$ cat config.mk
export PLATFORM = sky130hd
export DESIGN_NAME = crit_temp_status
export DESIGN_NICKNAME = d
export VERILOG_FILES = /design/src/crit_temp_pkg.sv /design/src/crit_temp_status.sv /design/src/hyst_status_cell.sv
export VERILOG_INCLUDE_DIRS = /design/src
export SDC_FILE = /design/constraint.sdc
export NUM_CORES = 1
export LEC_CHECK = 0
export ABC_AREA = 0
export BUFFER_PORTS_ARGS = -buffer_cell sky130_fd_sc_hd__buf_2
export CORE_MARGIN = 2
export CORE_UTILIZATION = 30
export CTS_CLUSTER_DIAMETER = 30
export DETAILED_ROUTE_END_ITERATION = 10
export MAX_ROUTING_LAYER = met4
export PLACE_DENSITY = 0.46
export SLEW_MARGIN = 20
export SYNTH_ARGS = -nofsm -noshare
export SYNTH_HDL_FRONTEND = slang
export SYNTH_HIERARCHICAL = 1
export SYNTH_SLANG_ARGS = --single-unit
$ cat constraint.sdc
create_clock -name ref_clk -period 1.6 [get_ports ref_clk]
set_input_delay 0.08 -clock ref_clk [delete_from_list [all_inputs] [get_ports ref_clk]]
set_output_delay 0.08 -clock ref_clk [all_outputs]
set_load 0.01 [all_outputs]
$ cat src/crit_temp_consts.svh
/*
 Constants for the critical-output status registers: command bytes,
 field positions, reset values and widths.
 Assumes inclusion by bare name from the package and the design files.
*/
`ifndef CRIT_TEMP_CONSTS_SVH
`define CRIT_TEMP_CONSTS_SVH

// ==========================================================
// Command bytes
`define CMD_SECOND_STATUS 8'h09
`define CMD_THIRD_STATUS  8'h0a
`define READ_UNMAPPED     8'h00

// ==========================================================
// Field layout
`define TEMP_W            11
`define STATUS_W          5
`define RSVD_ZERO         3'h0
`define CH_LOCAL          0
`define CH_REM1           1
`define CH_REM2           2
`define CH_REM3           3
`define CH_REM4           4
`define OUT_SECOND        0
`define OUT_THIRD         1

// ==========================================================
// Reset values
`define STATUS_BIT_RST    1'h0
`define STATUS_RST        5'h00
`define OUT_INACTIVE      1'h1
`define FLAG_RST          1'h0

`endif

$ cat src/crit_temp_pkg.sv
/*
 Types and compare functions shared by the status cell and the
 status register bank.
 Assumes crit_temp_consts.svh is on the include path.
*/
`include "crit_temp_consts.svh"

package crit_temp_pkg;

   // ==========================================================
   // Carriers
   typedef logic signed [`TEMP_W-1:0] temp_t;
   typedef logic        [`TEMP_W-1:0] hyst_t;
   typedef logic        [`STATUS_W-1:0] chan_vec_t;

   typedef struct packed {
      chan_vec_t         done;
      temp_t [4:0]       reading;
   } conv_bus_t;

   typedef struct packed {
      temp_t [2:0]       single_limit;
      temp_t [1:0]       second_limit;
      hyst_t             hyst;
   } limit_bus_t;

   typedef struct packed {
      chan_vec_t         second;
      chan_vec_t         third;
   } mask_bus_t;

   // ==========================================================
   // Compare functions
   function automatic logic at_or_above(temp_t rd, temp_t lim);
      return rd >= lim;
   endfunction : at_or_above

   // Two extra bits: lowest limit minus largest hysteresis must not wrap
   function automatic logic below_release(temp_t rd, temp_t lim, hyst_t hy);
      logic signed [`TEMP_W+1:0] rel;
      rel = $signed({{2{lim[`TEMP_W-1]}}, lim}) - $signed({2'b00, hy});
      return $signed({{2{rd[`TEMP_W-1]}}, rd}) < rel;
   endfunction : below_release

endpackage : crit_temp_pkg

$ cat src/crit_temp_status.sv
/*
 Status registers behind the second and third critical outputs,
 their active-low outputs, summary flags and command-byte read port.
 Assumes conversion results, limits, hysteresis and masks come from
 logic on ref_clk; the serial slave drives rd_req and rd_cmd.
*/
// How it works
// RL1: Command byte 0x09 reads the second output's status, remote 4 down to local in bits 4..0.
// RL2: Command byte 0x0a reads the third output's status with the same bit order.
// RL3: Bits 7..5 of both status registers always read as zero.
// RL4: A channel bit sets when its newest reading is at or above its critical limit.
// RL5: A set bit clears only when the reading is below the limit minus the shared hysteresis.
// RL6: Remotes 1 and 2 use their second critical limit; local, remote 3 and 4 use their single limit.
// RL7: The third output goes active while any unmasked bit of its status is set.
// RL8: The third output goes inactive once all its status bits are clear.
// RL9: The second output follows its unmasked status bits the same way.
// RL10: Between release level and limit a channel bit keeps its old value.
// RL11: A mask bit of one keeps that channel from driving the output; zero lets it through.
// RL12: Each summary flag reads one while its status register has any bit set.
`timescale 1ns/100ps
`default_nettype none
`include "crit_temp_consts.svh"

module crit_temp_status
   import crit_temp_pkg::*;
(
   // Clock and reset
   input  wire logic        ref_clk,
   input  wire logic        rst_n,
   // Conversion engine
   input  wire conv_bus_t   conv,
   // Limits and hysteresis
   input  wire limit_bus_t  limits,
   // Output masks
   input  wire mask_bus_t   masks,
   // Command-byte read port
   input  wire logic        rd_req,
   input  wire logic [7:0]  rd_cmd,
   output logic      [7:0]  rd_data_r,
   output logic             rd_ack_r,
   // Critical outputs, active low
   output logic             crit_out_second_n,
   output logic             crit_out_third_n,
   // Summary flags for the main status register
   output logic             second_status_summary,
   output logic             third_status_summary
);

   // ==========================================================
   // Decoding helpers
   function automatic temp_t chan_limit(limit_bus_t l, int ch);
      temp_t r;
      r = l.single_limit[0];
      case (ch)
         `CH_REM1: begin
            r = l.second_limit[0];
         end
         `CH_REM2: begin
            r = l.second_limit[1];
         end
         `CH_REM3: begin
            r = l.single_limit[1];
         end
         `CH_REM4: begin
            r = l.single_limit[2];
         end
         default: begin
            r = l.single_limit[0];
         end
      endcase
      return r;
   endfunction : chan_limit

   function automatic logic [7:0] read_mux(logic [7:0] cmd,
                                           chan_vec_t s2,
                                           chan_vec_t s3);
      logic [7:0] d;
      d = `READ_UNMAPPED;
      case (cmd)
         `CMD_SECOND_STATUS: begin
            d = {`RSVD_ZERO, s2};
         end
         `CMD_THIRD_STATUS: begin
            d = {`RSVD_ZERO, s3};
         end
         default: begin
            d = `READ_UNMAPPED;
         end
      endcase
      return d;
   endfunction : read_mux

   // ==========================================================
   // Status bits
   // Both registers share one limit set, so only the masks tell them apart
   chan_vec_t  st_second;
   chan_vec_t  st_third;
   temp_t      eff_lim [`STATUS_W];

   genvar ch;
   generate
      for (ch = 0; ch < `STATUS_W; ch++) begin : g_chan
         // Remotes 1 and 2 watch their second limit here
         assign eff_lim[ch] = chan_limit(limits, ch); // [RL6]

         hyst_status_cell u_second (
            .ref_clk  (ref_clk),
            .rst_n    (rst_n),
            .sample   (conv.done[ch]),
            .reading  (conv.reading[ch]),
            .limit    (eff_lim[ch]),
            .hyst     (limits.hyst),
            .status_r (st_second[ch])
         );

         hyst_status_cell u_third (
            .ref_clk  (ref_clk),
            .rst_n    (rst_n),
            .sample   (conv.done[ch]),
            .reading  (conv.reading[ch]),
            .limit    (eff_lim[ch]),
            .hyst     (limits.hyst),
            .status_r (st_third[ch])
         );

      end
   endgenerate

   // ==========================================================
   // Critical outputs and summary flags
   always_ff @(posedge ref_clk or negedge rst_n) begin
      if (!rst_n) begin
         crit_out_second_n <= `OUT_INACTIVE;
      end else begin
         crit_out_second_n <= ~|(st_second & ~masks.second); // [RL9] [RL11]
      end
   end

   always_ff @(posedge ref_clk or negedge rst_n) begin
      if (!rst_n) begin
         crit_out_third_n <= `OUT_INACTIVE;
      end else begin
         // Active while any unmasked bit stands, released when none [RL7] [RL8]
         crit_out_third_n <= ~|(st_third & ~masks.third); // [RL11]
      end
   end

   always_ff @(posedge ref_clk or negedge rst_n) begin
      if (!rst_n) begin
         second_status_summary <= `FLAG_RST;
         third_status_summary  <= `FLAG_RST;
      end else begin
         // Flags ignore masks: they tell software a bit stands
         second_status_summary <= |st_second; // [RL12]
         third_status_summary  <= |st_third;  // [RL12]
      end
   end

   // ==========================================================
   // Command-byte read port
   // A request held high answers again every cycle, so hosts pulse it
   always_ff @(posedge ref_clk or negedge rst_n) begin
      if (!rst_n) begin
         rd_ack_r <= 1'b0;
      end else begin
         rd_ack_r <= rd_req;
      end
   end

   always_ff @(posedge ref_clk or negedge rst_n) begin
      if (!rst_n) begin
         rd_data_r <= `READ_UNMAPPED;
      end else if (rd_req) begin
         // Snapshot taken at the request edge [RL1] [RL2] [RL3]
         rd_data_r <= read_mux(rd_cmd, st_second, st_third);
      end
   end
endmodule : crit_temp_status

`default_nettype wire

$ cat src/hyst_status_cell.sv
/*
 One channel status bit with set-at-limit, clear-below-release and
 hold in between.
 Assumes a sample strobe on the same clock, one cycle per conversion.
*/
`timescale 1ns/100ps
`default_nettype none
`include "crit_temp_consts.svh"

module hyst_status_cell
   import crit_temp_pkg::*;
(
   // Clock and reset
   input  wire logic    ref_clk,
   input  wire logic    rst_n,
   // Conversion result
   input  wire logic    sample,
   input  wire temp_t   reading,
   input  wire temp_t   limit,
   input  wire hyst_t   hyst,
   // Status
   output logic         status_r
);

   logic status_nxt;

   // ==========================================================
   // Hysteresis decision
   always_comb begin
      status_nxt = status_r;
      if (sample) begin
         if (at_or_above(reading, limit)) begin
            status_nxt = 1'b1; // [RL4]
         end else if (below_release(reading, limit, hyst)) begin
            status_nxt = 1'b0; // [RL5]
         end
         // Inside the band the bit keeps its value [RL10]
      end
   end

   always_ff @(posedge ref_clk or negedge rst_n) begin
      if (!rst_n) begin
         status_r <= `STATUS_BIT_RST;
      end else begin
         status_r <= status_nxt;
      end
   end

endmodule : hyst_status_cell

`default_nettype wire

# Word level (Yosys, flattened, before mapping)
# Index checks and enable logic that the tools add are counted.
[op_classes] mux=11 n_eq_ne=2 n_bitwise=4 n_lt_le_gt_ge=10 add_sub_neg=5 n_reduce_logical=16
[ops] op="$lt 11x13->1" count=5
[ops] op="$sub 11x12->13" count=5
[ops] op="$ge 11x11->1" count=5
[ops] op="$eq 8x4->1 const B" count=2
[ops] op="$reduce_or 5->1" count=3
[ops] op="$and 5x5->5" count=2
[ops] op="$mux 1" count=10
[ops] op="$not 5->5" count=2
[ops] op="$reduce_and 2->1" count=5
[ops] op="$reduce_bool 2->1" count=5
[ops] op="$mux 5" count=1
[ops] op="$logic_not 1->1" count=2
[ops] op="$reduce_or 2->1" count=1
[word_totals] regBits=17 wordCells=58 output_inout_bits=13

# Depth between registers and ports, before layout
[logic_depth] ltp_word=4 ltp_mapped=16

# Modules after synthesis
# The synthesis kept the hierarchy.
[by_module_without_submodules] module="hyst_status_cell (g_chan[0].u_third ...)" area_per_inst_um2=1181.1 cells_each=155 seq_area_each_um2=25.0 instances=5
[by_module_without_submodules] module="hyst_status_cell (g_chan[0].u_second ...)" area_per_inst_um2=1117.3 cells_each=146 seq_area_each_um2=25.0 instances=3
[by_module_without_submodules] module="hyst_status_cell (g_chan[2].u_second)" area_per_inst_um2=1202.4 cells_each=160 seq_area_each_um2=25.0 instances=1
[by_module_without_submodules] module="hyst_status_cell (g_chan[4].u_third)" area_per_inst_um2=1159.9 cells_each=153 seq_area_each_um2=25.0 instances=1
[by_module_without_submodules] module="crit_temp_status" area_per_inst_um2=513.0 cells_each=54 seq_area_each_um2=252.7 instances=1

# Least setup slack after synthesis
# OpenSTA, ideal clock, no wires.
[synth_timing] path_type="input-to-reg" startpoint="input limits[55] in the netlist's numbering" endpoint="register g_chan[4].u_third.status_r" setup_ns=0.138 required_time_ns=1.462 arrival_ns=2.770 cell_stages=13 slack_ns=-1.309 cell_sequence="inv_1 > ha_1 > fa_1 > nor2b_1 > o21ai_1 > a21oi_1 > o2111a_1 > nor3_1 > ha_1 > a21o_1 > a2111oi_1 > a21oi_1 > or4_1"
[synth_between] elab_chain_cells=4 elab_cells_between_ends=6 cone_classes="add/sub: 1; order compare: 2; mux: 1; reduce/logical: 2"
[synth_rtl] element="from (decl)" line_no="crit_temp_status.sv:33" text="input wire limit_bus_t limits,"
[synth_rtl] element="$sub 11x12->13" line_no="crit_temp_pkg.sv:41" text="rel = $signed({{2{lim[`TEMP_W-1]}}, lim}) - $signed({2'b00, hy});"
[synth_rtl] element="$lt 11x13->1" line_no="crit_temp_pkg.sv:42" text="return $signed({{2{rd[`TEMP_W-1]}}, rd}) < rel;"
[synth_rtl] element="$reduce_bool 2->1 (no source line)"
[synth_rtl] element="$reduce_and 2->1 (no source line)"
[synth_rtl] element="to (signal assigned)" line_no="hyst_status_cell.sv:43" text="status_r <= `STATUS_BIT_RST;"
[synth_rtl] element="to (signal assigned)" line_no="hyst_status_cell.sv:45" text="status_r <= status_nxt;"
[synth_rtl] element="to (decl)" line_no="hyst_status_cell.sv:22" text="output logic status_r"
# Several ways; a longest one is shown, not always the timed one.
# A chain may end at the register's enable or synchronous reset.

# Worst setup path after layout
[layout_timing] startpoint="input limits[1] in the netlist's numbering" endpoint="register g_chan[2].u_third.status_r"
[layout_between] elab_chain_cells=4
[layout_rtl] element="$sub 11x12->13" line_no="crit_temp_pkg.sv:41"
[layout_rtl] element="$lt 11x13->1" line_no="crit_temp_pkg.sv:42"
[layout_rtl] element="$reduce_bool 2->1 (no source line)"
[layout_rtl] element="$reduce_and 2->1 (no source line)"
[layout_rtl] element="to (signal assigned)" line_no="hyst_status_cell.sv:43"
[layout_rtl] element="to (signal assigned)" line_no="hyst_status_cell.sv:45"
[layout_rtl] element="to (decl)" line_no="hyst_status_cell.sv:22"
# No other way between the ends.

==> results.yml <==
sta:
  final_hold_viol_count: 0
  fmax_mhz: 362
  finalSetupTns_ps: -11190
  period_share: 1.73
  tightest_slew_ps: 636
  finalSetupViolCount: 10
  clock_skew_ps: 3.95
  slew_viol_final: 0
  finalWorstSetupSlack_ps: -1160
  max_slew_margin: 0.576
  finalCriticalPeriod_ps: 2760
  rsz0062_at_grt: "yes"
floorplanning:
  rows: 73
  start_util: 0.305
  die_area_mm2: 0.0421
  fp.dieH_um: 205
  die_x_um: 205
  core_mm2: 0.0398
  ios: 160
grt:
  grt_pass1_vias: 13300
  grt_max_degree: 21
  grt_overflow: 0
  antenna_found_initial: 0
  grt_pass1_wl_um: 67800
  grtUsageTotal: 0.210
final_layout:
  antenna_cells: 0
  area_growth_syn_to_layout_pct: 49.6
  nets: 2635
  ff_latch_area_um2: 503
  final_cells: 2652
  multi_input_area_mm2: 0.0117
  fillers: 4055
  drive_gt1_frac: 0.359
power_and_ir_drop:
  clockPowerShare: 0.093
  p_switching_mw: 3.85
  worst_ir_drop_vdd_uv: 370
  seqPwrFrac: 0.083
  power_mw: 8.43
  internal-power_mw: 4.57
  switching_share: 0.457
  powerDensity_mw_per_mm2: 464
  power_frac_comb: 0.824
  p_leak_nw: 9.44
synthesis:
  synthMostInstantiatedCell: "ha_1"
  yosysWarnings: 6
  yosys.area.top_type_share: 0.361
  seq_area_frac_synth: 0.0415
  syn_area_mm2: 0.0121
  synthFlopType: "dfrtp_1"
  yosysTopAreaCell: "ha_1"
  synth_cells: 1580
  ys_ff_latch: 20
  ys_types: 70
  synth_edf_count: 0
  synth.area.top_cells: "ha_1 36%, inv_1 9.0%, a21oi_1 3.9%"
  synthArstFlopShare: 1.00
  avgSynthCellArea_um2: 7.68
  synth_common_cells: "350 x ha_1, 292 x inv_1, 94 x a21oi_1"
place:
  port_buffers: 156
  gp_congestion: 0.888
  dp_cells: 2620
  dp_slack_ps: -1730
  hpwlAfterDp_um: 36500
critical_path:
  worstPathRequired_ps: 1750
  worst_setup_path_end_kind: "register"
  arrival_ps: 2910
  start_kind: "primary input"
  criticalPathCategory: "primary input to register"
  cp_max_fo: 4
cts:
  clockBufferDepth: 2
  cts_root_buf: "clkbuf_16"
  clkLatencyLatePin_ps: 270
  clock_sinks: 20
  clk_pin_slew_ps: 80
  cts_tree: "yes"
  cts_buffers: 3
  cts_max_level: 1
outcome:
  violations: "negative setup slack"
  outcome: "complete, but fails checks"
routing:
  drc: 0
  drt_iter0_markers: 522
  wirelength_um: 43500
  firstDrtPassIters: 5
  viasPerCell: 4.99
  wire_per_inst_um: 16.4
  num_vias: 13200
  postRouteAntennaNets: 0
job:
  drv_cap: 0
min_path:
  hold_class: "primary input to register"
power groups by stage:
stage	logic [mW]	clock network, mW	registers [mW]
after floorplan	3.60	0	0.633
after global placement	6.02	0	0.712
after detailed placement	6.13	0	0.712
after CTS	6.58	0.814	0.703
after global routing	7.78	0.831	0.713
final	6.94	0.782	0.702
worst paths after layout:
path / start / to / slack [ps] / depth (start not counted)
max: limits[1] / g_chan[2].u_third/status_r$_DFFE_PN0P_ / -1160 / 15
min in group asynchronous: rst_n / g_chan[0].u_third/status_r$_DFFE_PN0P_ / 350 / 2
max in group asynchronous: rst_n / g_chan[1].u_third/status_r$_DFFE_PN0P_ / 820 / 2
min reg2reg: rd_data_r[1]$_DFFE_PN0P_ / rd_data_r[1]$_DFFE_PN0P_ / 530 / 2
min: masks[9] / crit_out_second_n$_DFF_PN1_ / 60 / 3
max reg2reg: g_chan[4].u_third/status_r$_DFFE_PN0P_ / g_chan[4].u_third/status_r$_DFFE_PN0P_ / 300 / 3
what timing repair did:
action,CTS,global route
setup endpoints to repair,10,10
setup buffers,17,9
pin swaps,99,94
resized for setup,119,84
endpoints found under the hold margin,19,0
hold buffers,2,0
gates cloned,3,0
per-layer routing:
| metal | vias up | global-route usage | routed length, um |
|---|---|---|---|
| li1 | 6859 | - | - |
| met5 | - | - | 0 |
| met1 | 6144 | 0.278 | 21300 |
| met2 | 191 | 0.355 | 20500 |
| met4 | 0 | 0.0411 | 820 |
| met3 | 43 | 0.0103 | 1010 |
registers in the layout (all words and copies together), names as in the netlist:
signal and flops:
rd_data_r 5, crit_out_third_n 1, rd_ack_r 1, g_chan.u_third/status_r 5, second_status_summary 1, g_chan.u_second/status_r 5, crit_out_second_n 1, third_status_summary 1
kinds of logic (layout without fill, tap and decap cells):
| kind of cell | count (synthesis) | in the layout | share of synthesized area |
|---|---|---|---|
| buffers and inverters | 303 | 848 | 0.0948 |
| other | 1 | 3 | 0.000309 |
| flip-flops | 20 | 20 | 0.0415 |
| adder cells (fa/ha/maj) | 360 | 360 | 0.377 |
| XOR/XNOR | 85 | 85 | 0.0614 |
| AND/OR/NAND/NOR | 400 | 400 | 0.178 |
| AO/OA/AOI/OAI | 411 | 411 | 0.246 |
critical path, cell delays in order:
cell,delay [ps]
buf_12,120
buf_16,140
buf_6,120
fa_2,350
nor2b_2,130
o21ai_2,80
a21oi_2,190
o21a_2,220
o311ai_2,90
ha_1,340
a21oi_2,140
o22ai_2,90
or4b_4,540
o221ai_2,150
o211ai_1,110
placed cells by master (no fill, tap or decap), drive strengths merged, types with 7 or more instances in the layout:
cell	n
a2111oi	7
a211oi	31
a21o	33
a21oi	101
a311oi	25
a31oi	28
and3	15
buf	550
dfrtp	18
fa	10
ha	350
inv	292
nand2	82
nand2b	30
nand3	29
nand3b	11
nand4	20
nor2	60
nor2b	43
nor3	42
nor4	7
o2111ai	17
o211ai	10
o21a	8
o21ai	55
o21bai	8
o221ai	9
o22ai	16
o311a	12
o31ai	11
or2	13
or3	20
xnor2	47
xor2	38
layout make-up:
cell class | instances | area share
Clock buffer | 3 | 0.00414
Tap cell | 525 | 0.0362
Inverter | 292 | 0.0605
Clock inverter | 1 | 0.00165
Sequential cell | 20 | 0.0277
Multi-Input combinational cell | 1259 | 0.645
Timing Repair Buffer | 552 | 0.225
stage by stage:
stage               area [um2]  hold slack, ps   util
global route             18100            68.0  0.456
floorplan                12200            -216      -
detailed placement       16600             133  0.416
finish                   18100            60.6  0.456
global placement         16600             133  0.416
CTS                      17500            57.9  0.441
(Power assumes the default switching activity.)
